==> config.mk <==
export PLATFORM = sky130hd
export DESIGN_NAME = tsc_scan_ctrl
export DESIGN_NICKNAME = d
export VERILOG_FILES = /design/src/core/tsc_pkg.sv /design/src/core/tsc_irq_if.sv /design/src/core/tsc_irq_shape.sv /design/src/core/tsc_scan_ctrl.sv
export SDC_FILE = /design/constraint.sdc
export NUM_CORES = 1
export LEC_CHECK = 0
export BUFFER_PORTS_ARGS = -buffer_cell sky130_fd_sc_hd__buf_2
export CAP_MARGIN = 20
export CORE_MARGIN = 3
export CORE_UTILIZATION = 50
export CTS_BUF_LIST = sky130_fd_sc_hd__clkbuf_2 sky130_fd_sc_hd__clkbuf_4 sky130_fd_sc_hd__clkbuf_8
export CTS_CLUSTER_DIAMETER = 80
export DETAILED_ROUTE_END_ITERATION = 16
export PLACE_DENSITY = 0.73
export SLEW_MARGIN = 5
export SYNTH_ARGS = -nofsm -noshare
export SYNTH_HDL_FRONTEND = slang
export SYNTH_SLANG_ARGS = --single-unit
==> constraint.sdc <==
create_clock -name clock -period 4 [get_ports clock]
set_clock_uncertainty 0.05 [all_clocks]
set_input_delay 0.6 -clock clock [delete_from_list [all_inputs] [get_ports clock]]
set_output_delay 0.6 -clock clock [all_outputs]
set_load 0.01 [all_outputs]
==> src/core/tsc_pkg.sv <==
/*
 package of the touch converter scan-mode control: register layout, mode codes,
 interrupt-select codes and the channel type.
 assumes nothing of its surroundings; imported whole by every module of the block.
*/
package tsc_pkg;
    localparam int          CTRL_W      = 8;
    localparam int          SELF_BIT    = 7;
    localparam int          RSVD_BIT    = 6;
    localparam int          MODE_HI     = 5;
    localparam int          MODE_LO     = 2;
    localparam int          IRQ_HI      = 1;
    localparam int          IRQ_LO      = 0;
    localparam logic [7:0]  CTRL_RESET  = 8'h00;
    localparam logic [7:0]  RSVD_MASK   = 8'h40;
    localparam int          SEQ_SLOTS   = 4;

    typedef logic [3:0] tsc_mode_t;
    localparam tsc_mode_t MODE_NONE  = 4'h0;
    localparam tsc_mode_t MODE_XY    = 4'h1;
    localparam tsc_mode_t MODE_XYZ   = 4'h2;
    localparam tsc_mode_t MODE_X     = 4'h3;
    localparam tsc_mode_t MODE_Y     = 4'h4;
    localparam tsc_mode_t MODE_PRESS = 4'h5;
    // defaults only; these codes are not settled
    localparam tsc_mode_t MODE_AUX_INPUT_ONE_DEF  = 4'h6;
    localparam tsc_mode_t MODE_AUX_INPUT_TWO_DEF  = 4'h7;
    localparam tsc_mode_t MODE_VBAT_DEF  = 4'h8;
    localparam tsc_mode_t MODE_AUTO_DEF  = 4'h9;
    localparam tsc_mode_t MODE_TEMP_SENSE_ONE_DEF = 4'ha;
    localparam tsc_mode_t MODE_TEMP_SENSE_TWO_DEF = 4'hb;

    typedef logic [1:0] tsc_irq_sel_t;
    localparam tsc_irq_sel_t IRQ_PEN   = 2'h0;
    localparam tsc_irq_sel_t IRQ_READY = 2'h1;
    localparam tsc_irq_sel_t IRQ_BOTH  = 2'h2;

    // order matters: slot index maps straight onto the X,Y,pressure scan
    typedef enum logic [3:0] {
        CH_X, CH_Y, CH_PRESS_A, CH_PRESS_B, CH_AUX_ONE, CH_AUX_TWO, CH_VBAT, CH_TEMP_ONE, CH_TEMP_TWO
    } tsc_chan_t;
endpackage

==> src/core/tsc_irq_if.sv <==
/*
 interface carrying pen and result-ready indications and the interrupt select
 to the interrupt shaper, and the shaped pin level back.
 assumes one clock domain on both sides.
*/
`timescale 1ns/1ps
interface tsc_irq_if;
    import tsc_pkg::*;
    logic         pen_touch;
    logic         result_ready;
    tsc_irq_sel_t irq_sel;
    logic         irq_level;
    modport src (output pen_touch, output result_ready, output irq_sel, input irq_level);
    modport shp (input pen_touch, input result_ready, input irq_sel, output irq_level);
endinterface

==> src/core/tsc_irq_shape.sv <==
/*
 interrupt shaper: turns pen-touch and result-ready into the shared pin level.
 assumes its inputs are already on the block clock.
*/
`timescale 1ns/1ps
module tsc_irq_shape
    import tsc_pkg::*;
(
    input  wire logic clock,
    input  wire logic rst,
    tsc_irq_if.shp    irq
);
    always_ff @(posedge clock) begin
        if (rst) begin
            irq.irq_level <= 1'b1;
        end else begin
            case (irq.irq_sel)
                IRQ_PEN:   irq.irq_level <= ~irq.pen_touch;
                IRQ_READY: irq.irq_level <= ~irq.result_ready;
                IRQ_BOTH:  irq.irq_level <= irq.pen_touch | irq.result_ready;
                default:   irq.irq_level <= ~irq.pen_touch;
            endcase
        end
    end
endmodule

==> src/core/tsc_scan_ctrl.sv <==
/*
 touch converter scan-mode control: control register, scan sequencer and
 result-ready flag; drives the converter start/channel and the interrupt pin.
 assumes the stop bit, start request, conversion-done and input enables come
 from logic on the same clock; only the pen comparator is asynchronous.
*/
`timescale 1ns/1ps
module tsc_scan_ctrl
    import tsc_pkg::*;
#(
    parameter tsc_mode_t MODE_AUX_INPUT_ONE  = MODE_AUX_INPUT_ONE_DEF,
    parameter tsc_mode_t MODE_AUX_INPUT_TWO  = MODE_AUX_INPUT_TWO_DEF,
    parameter tsc_mode_t MODE_VBAT  = MODE_VBAT_DEF,
    parameter tsc_mode_t MODE_AUTO  = MODE_AUTO_DEF,
    parameter tsc_mode_t MODE_TEMP_SENSE_ONE = MODE_TEMP_SENSE_ONE_DEF,
    parameter tsc_mode_t MODE_TEMP_SENSE_TWO = MODE_TEMP_SENSE_TWO_DEF
) (
    input  wire logic              clock,
    input  wire logic              rst,
    input  wire logic              reg_wr,
    input  wire logic [CTRL_W-1:0] reg_wdata,
    output logic      [CTRL_W-1:0] reg_rdata,
    input  wire logic              sar_stop,
    input  wire logic              host_start,
    input  wire logic              pen_down_pin,
    input  wire logic              conv_done,
    input  wire logic              result_read,
    input  wire logic              aux_input_one_en,
    input  wire logic              aux_input_two_en,
    input  wire logic              vbat_en,
    output logic                   conv_start,
    output tsc_chan_t              conv_chan,
    output logic                   scan_busy,
    output logic                   adc_power_down,
    output logic                   irq_pin
);
    typedef enum logic {ST_IDLE, ST_CONV} tsc_state_t;

    generate
        if (MODE_AUX_INPUT_ONE <= MODE_PRESS || MODE_AUX_INPUT_TWO <= MODE_PRESS || MODE_VBAT <= MODE_PRESS ||
            MODE_AUTO <= MODE_PRESS || MODE_TEMP_SENSE_ONE <= MODE_PRESS || MODE_TEMP_SENSE_TWO <= MODE_PRESS) begin : g_bad
            $error("measurement mode code overlaps a touch mode");
        end
    endgenerate

    logic [CTRL_W-1:0] ctrl_reg;
    logic [CTRL_W-1:0] reg_rdata_reg;
    logic              pen_meta_reg;
    logic              pen_sync_reg;
    tsc_state_t        state_reg;
    tsc_mode_t         mode_reg;
    logic [1:0]        slot_reg;
    tsc_chan_t         chan_reg;
    logic              start_reg;
    logic              busy_reg;
    logic              pdown_reg;
    logic              ready_reg;
    tsc_mode_t         mode_field;
    logic              self_ctrl;
    logic [2:0]        en;
    logic [2:0]        first_slot;
    logic [4:0]        first_ent;
    logic [2:0]        next_slot;
    logic [4:0]        next_ent;
    logic              wrapped;
    logic              touch_mode;
    logic              self_only;
    logic              go;
    logic              again;
    tsc_irq_if         irq_bus ();

    assign mode_field = ctrl_reg[MODE_HI:MODE_LO];
    assign self_ctrl  = ctrl_reg[SELF_BIT];
    assign en         = {vbat_en, aux_input_two_en, aux_input_one_en};

    // {valid, channel} for one slot of a mode's sequence
    function automatic logic [4:0] seq_entry(tsc_mode_t m, logic [1:0] i, logic [2:0] e);
        logic      v;
        tsc_chan_t c;
        v = 1'b0;
        c = CH_X;
        if (m == MODE_XY) begin
            v = (i < 2'h2);
            c = (i == 2'h0) ? CH_X : CH_Y;
        end else if (m == MODE_XYZ) begin
            v = 1'b1;
            c = tsc_chan_t'({2'h0, i});
        end else if (m == MODE_X) begin
            v = (i == 2'h0);
            c = CH_X;
        end else if (m == MODE_Y) begin
            v = (i == 2'h0);
            c = CH_Y;
        end else if (m == MODE_PRESS) begin
            v = (i < 2'h2);
            c = (i == 2'h0) ? CH_PRESS_A : CH_PRESS_B;
        end else if (m == MODE_AUTO) begin
            v = (i < 2'h3) && e[i];
            c = (i == 2'h0) ? CH_AUX_ONE : (i == 2'h1) ? CH_AUX_TWO : CH_VBAT;
        end else if (m == MODE_AUX_INPUT_ONE || m == MODE_AUX_INPUT_TWO || m == MODE_VBAT ||
                     m == MODE_TEMP_SENSE_ONE || m == MODE_TEMP_SENSE_TWO) begin
            v = (i == 2'h0);
            c = (m == MODE_AUX_INPUT_ONE) ? CH_AUX_ONE : (m == MODE_AUX_INPUT_TWO) ? CH_AUX_TWO :
                (m == MODE_VBAT) ? CH_VBAT : (m == MODE_TEMP_SENSE_ONE) ? CH_TEMP_ONE : CH_TEMP_TWO;
        end
        return {v, 4'(c)};
    endfunction

    // first valid slot at or after s, cyclically; disabled inputs are skipped in auto-scan only
    function automatic logic [2:0] find_slot(tsc_mode_t m, logic [1:0] s, logic [2:0] e);
        logic [1:0] j;
        logic [4:0] ent;
        logic [2:0] r;
        r = 3'h0;
        for (int k = SEQ_SLOTS - 1; k >= 0; k--) begin
            j   = s + 2'(k);
            ent = seq_entry(m, j, e);
            if (ent[4]) begin
                r = {1'b1, j};
            end
        end
        return r;
    endfunction

    always_comb begin
        first_slot = find_slot(mode_field, 2'h0, en);
        first_ent  = seq_entry(mode_field, first_slot[1:0], en);
        next_slot  = find_slot(mode_reg, slot_reg + 2'h1, en);
        next_ent   = seq_entry(mode_reg, next_slot[1:0], en);
        wrapped    = next_slot[1:0] <= slot_reg;
        touch_mode = (mode_field >= MODE_XY) && (mode_field <= MODE_PRESS);
        self_only  = (mode_field >= MODE_X) && (mode_field <= MODE_PRESS);
    end

    // self-controlled: pen starts touch scans; host start otherwise, but X, Y and pressure scans start only when self-controlled
    assign go = !sar_stop && mode_field != MODE_NONE && first_slot[2] &&
                (touch_mode ? (self_ctrl ? pen_sync_reg : (host_start && !self_only))
                            : host_start);
    // touch scans loop while the pen stays down; auto loops regardless
    assign again = ((mode_reg >= MODE_XY) && (mode_reg <= MODE_PRESS) && pen_sync_reg) ||
                   (mode_reg == MODE_AUTO);

    always_ff @(posedge clock) begin
        if (rst) begin
            ctrl_reg <= CTRL_RESET;
        end else if (reg_wr) begin
            ctrl_reg <= reg_wdata & ~RSVD_MASK;
        end
    end

    always_ff @(posedge clock) begin
        if (rst) begin
            reg_rdata_reg <= CTRL_RESET;
        end else begin
            reg_rdata_reg <= ctrl_reg;
        end
    end

    // pen comparator is asynchronous to the block clock
    always_ff @(posedge clock) begin
        if (rst) begin
            pen_meta_reg <= 1'b0;
            pen_sync_reg <= 1'b0;
        end else begin
            pen_meta_reg <= pen_down_pin;
            pen_sync_reg <= pen_meta_reg;
        end
    end

    always_ff @(posedge clock) begin
        if (rst) begin
            state_reg <= ST_IDLE;
            mode_reg  <= MODE_NONE;
            slot_reg  <= 2'h0;
            chan_reg  <= CH_X;
            start_reg <= 1'b0;
            busy_reg  <= 1'b0;
        end else begin
            start_reg <= 1'b0;
            case (state_reg)
                ST_IDLE: begin
                    if (go) begin
                        state_reg <= ST_CONV;
                        mode_reg  <= mode_field;
                        slot_reg  <= first_slot[1:0];
                        chan_reg  <= tsc_chan_t'(first_ent[3:0]);
                        start_reg <= 1'b1;
                        busy_reg  <= 1'b1;
                    end
                end
                ST_CONV: begin
                    // a change of the mode field ends the scan too
                    if (sar_stop || mode_field != mode_reg) begin
                        state_reg <= ST_IDLE;
                        busy_reg  <= 1'b0;
                    end else if (conv_done) begin
                        if (next_slot[2] && (!wrapped || again)) begin
                            slot_reg  <= next_slot[1:0];
                            chan_reg  <= tsc_chan_t'(next_ent[3:0]);
                            start_reg <= 1'b1;
                        end else begin
                            state_reg <= ST_IDLE;
                            busy_reg  <= 1'b0;
                        end
                    end
                end
                default: begin
                    state_reg <= ST_IDLE;
                    busy_reg  <= 1'b0;
                end
            endcase
        end
    end

    always_ff @(posedge clock) begin
        if (rst) begin
            pdown_reg <= 1'b1;
        end else begin
            pdown_reg <= sar_stop;
        end
    end

    // new result sets the flag even in the cycle it is read
    always_ff @(posedge clock) begin
        if (rst) begin
            ready_reg <= 1'b0;
        end else begin
            ready_reg <= (state_reg == ST_CONV && conv_done) | (ready_reg & ~result_read);
        end
    end

    assign irq_bus.pen_touch    = pen_sync_reg;
    assign irq_bus.result_ready = ready_reg;
    assign irq_bus.irq_sel      = ctrl_reg[IRQ_HI:IRQ_LO];

    tsc_irq_shape u_shape (
        .clock (clock),
        .rst   (rst),
        .irq   (irq_bus.shp)
    );

    assign reg_rdata      = reg_rdata_reg;
    assign conv_start     = start_reg;
    assign conv_chan      = chan_reg;
    assign scan_busy      = busy_reg;
    assign adc_power_down = pdown_reg;
    assign irq_pin        = irq_bus.irq_level;
endmodule

==> summary.md <==
| Metric | Value |
|---|---|
| GRT Util Overall | around a quarter |
| CP Capture Point | conv_chan[1] |
| CTS root buffer | clkbuf_8 |
| Relative slew slack | 60.0% |
| Final WL | 6430 um |
| Non-Filler Instances | 407 |
| Fill count | 356 |
| CP arrival | 4.26 ns |
| Drt initial violations | 130 |
| Clk_lat worst skew | 0.29 ns |
| CTS tree | yes |
| Peak ir drop on the vdd network | between 0.2 and 0.25 mV |
| Area of the core | around 0.0044 mm2 |
| Die width | 73.9 um |
| Hold Violations, Final | 0 |
| Int Pwr | just over 600 uW |
| Yosys warnings | 0 |
| # hold bufs at CTS | 0 |
| Critical R2R Capture | conv_chan[1] |
| Fmax | 244 MHz |
| Avg Vias per Cell | 5.94 |
| Synth unique cells | 67 |
| PortBufs | 32 |
| Clk sinks | 32 |
| Antenna violations before repair | 0 |
| Worst-case clock buffer depth | 2 |
| Final setup margin | -0.0992 ns |
| Starting Density | a little over half |
| Sequential area share after synthesis | 27.8% |
| Net Switching | 214 uW |
| Row Count | 24 |
| RSZ-0062 raised after global routing | yes |
| Post-synth top area cell | dfxtp_1 |
| Area Overhead vs Synth | 34.8% |
| CP Launch Point | slot_reg[0] |
| Seq cells post-synth | 32 |
| Leak Pwr | 0.00130 uW |
| R2R setup slack | -0.1 ns |
| Kind of critical path | register to register |
| Share of layout cells above drive strength 1 | 36.1% |
| Main synth FF type | dfxtp_1 |
| Register-to-Register Path Depth | 17 |
| Vias | 2417 |
| Clock network power share | 37.4% |
| Worst min path class | register to register |
| Synthesized area | approximately 0.0023 mm2 |
| Routed wire per std cell | ~16 um |
| Fin nets | 383 |
| Post-route ant nets | 0 |
| Drt drc | 0 |
| Die H | 73.9 um |
| Cells after Synth | ~290 |
| CTS H-tree lvls | 2 |
| Vias in the first global route | 2258 |
| Global-route wire length before repair | 10300 um |
| Setup crit end kind | register |
| Synth top area cells | dfxtp_1 (28%), nor2_1 (6.8%), mux2i_1 (6.5%) |
| Grt total ovfl | 0 |
| EDFF count, synth | 0 |
| Failing checks | setup timing |
| Pre-CTS WS | -0.160 ns |
| Number of buffers created by CTS | 5 |
| Setup violations, final | 6 |
| HPWL Detailed | 4520 um |
| Largest net degree at the start of global routing | 36 |
| Logic pwr share | 20.1% |
| Post-synth ARST share | 0% |
| Reg2reg start | slot_reg[0] |
| Status | finished with violations |
| Setup TNS Final | -0.386 ns |
| Maxcap violations | 0 |
| Diodes inserted | 0 |
| I/O pin total | 35 |
| Max-slew violations | 0 |
| Tightest Pin Transition | 0.584 ns |
| Syn_nets | 317 |
| Placer congestion estimate | 0.927 |
| Yosys top cell area share | 27.8% |
| Sequential share of power | 42.5% |
| Period utilization | 102% |
| Die area | 0.00546 mm2 |
| Register area | 646 um2 |
| Switching share of power | 26.1% |
| CP Launch Type | register |
| Clock transition at path regs | 0.07 ns |
| CP required | 4.16 ns |
| Power Dens Cells | 264 mW/mm2 |
| Mean Syn Cell Area | between 8 and 9 um2 |
| Post-route minimum period | around 4.1 ns |
| Area of the multi-input gates | 0.00173 mm2 |
| Placed insts | between 300 and 400 |
| First-pass DRT Iterations | 5 |
| Crit-path max FO | 5 |
| Final Util | 70.4% |
## logic make-up (layout without fill, tap and decap cells)
group,count (synthesis),count (layout),synth area share [%]
AND/OR/NAND/NOR,120,121,28.6
AO/OA/AOI/OAI,74,74,23.9
buffers and inverters,31,97,5.59
adder cells (fa/ha/maj),10,10,5.43
XOR/XNOR,4,4,1.52
other,1,1,0.163
flip-flops,32,32,27.8
multiplexers,16,16,7.00
## how the worst min path moves through the flow
stage	cells after the start	slack [ns]	end	startpoint
6_report	1	0.40	irq_bus.pen_touch	pen_meta_reg
5_1_grt	1	0.43	irq_bus.pen_touch	pen_meta_reg
4_1_cts	1	0.41	irq_bus.pen_touch	pen_meta_reg
3_5_place_dp	1	0.39	irq_bus.pen_touch	pen_meta_reg
3_3_place_gp	1	0.38	irq_bus.pen_touch	pen_meta_reg
2_1_floorplan	1	0.36	irq_bus.pen_touch	pen_meta_reg
## synthesized netlist by cell type (all sizes together) (2+ instances only)
cell and instances:
nor2b 18, o21a 2, clkbuf 11, a21boi 2, nand2 13, o311a 2
nand4 3, inv 9, o211a 2, nor4 2, a2111oi 2, or4 2
a221oi 5, nor2 42, o221ai 3, dfxtp 32, buf 11, o21ai 10
or3b 4, or4b 2, ha 10, o22ai 2, or2 3, mux2i 15
or3 4, a22oi 2, a31oi 3, a21oi 17, nand3 5, a211oi 3
o211ai 4, xnor2 3, nor3 5, nand2b 8, a22o 3
## power by group through the flow
stage	clock (uW)	combinational (uW)	sequential (uW)
after floorplan	0	92.5	349
after global placement	0	137	354
after detailed placement	0	140	354
after CTS	313	148	347
after global routing	324	180	351
final	307	164	348
## through the flow
stage,power [uW],area [um2],hold WS [ns]
finish,819,3110,0.404
global route,854,3110,0.426
CTS,809,2960,0.408
detailed placement,494,2780,0.388
global placement,490,2780,0.375
floorplan,441,2330,0.364
## cell usage in the layout (no fill, tap or decap), types with 4 or more instances in the layout
| master | instances |
|---|---|
| o21ai_0 | 10 |
| or3_1 | 4 |
| inv_1 | 7 |
| nand2b_1 | 8 |
| mux2i_1 | 15 |
| nand2_1 | 12 |
| nor2b_1 | 17 |
| clkbuf_8 | 5 |
| nor2_1 | 42 |
| ha_4 | 5 |
| or3b_2 | 4 |
| buf_2 | 32 |
| nand3_1 | 5 |
| a21oi_1 | 17 |
| a221oi_1 | 4 |
| dfxtp_1 | 30 |
| nor3_1 | 5 |
| buf_4 | 47 |
## critical path, stage by stage (launching register included)
cell       delay, ns
dfxtp_4         0.39
inv_4           0.05
ha_4            0.29
mux2i_1         0.21
a2111oi_1       0.11
buf_4           0.15
o21a_1          0.20
o32a_1          0.35
or4b_4          0.55
nand2_4         0.09
ha_4            0.13
nor2b_4         0.13
a2bb2oi_2       0.16
a311oi_2        0.08
nor4_2          0.38
o31ai_4         0.17
or3_1           0.36
o221ai_1        0.18
## per-layer routing
layer	up-vias	global-route usage, %	part of all wire [%]
met2	88	39.9	49
met5	-	0	0
li1	1184	-	-
met3	18	3.97	4.6
met4	0	12.3	3.7
met1	1127	30.0	43
## area by class of cell
class	instances	share of cell area, %
Clock buffer	6	2.46
Clock inverter	2	1.13
Inverter	9	1.17
Multi-Input combinational cell	226	55.5
Sequential cell	32	20.8
Tap cell	52	2.09
Timing Repair Buffer	80	16.9
## timing repair
action | 4_1_cts | 5_1_grt
pin swaps | 6 | 17
setup endpoints to repair | 6 | 7
gates cloned | 1 | 0
setup buffers | 2 | 2
gates resized for setup | 7 | 27
hold endpoints to repair | 0 | 0
Power figures use the tool's default switching activity.
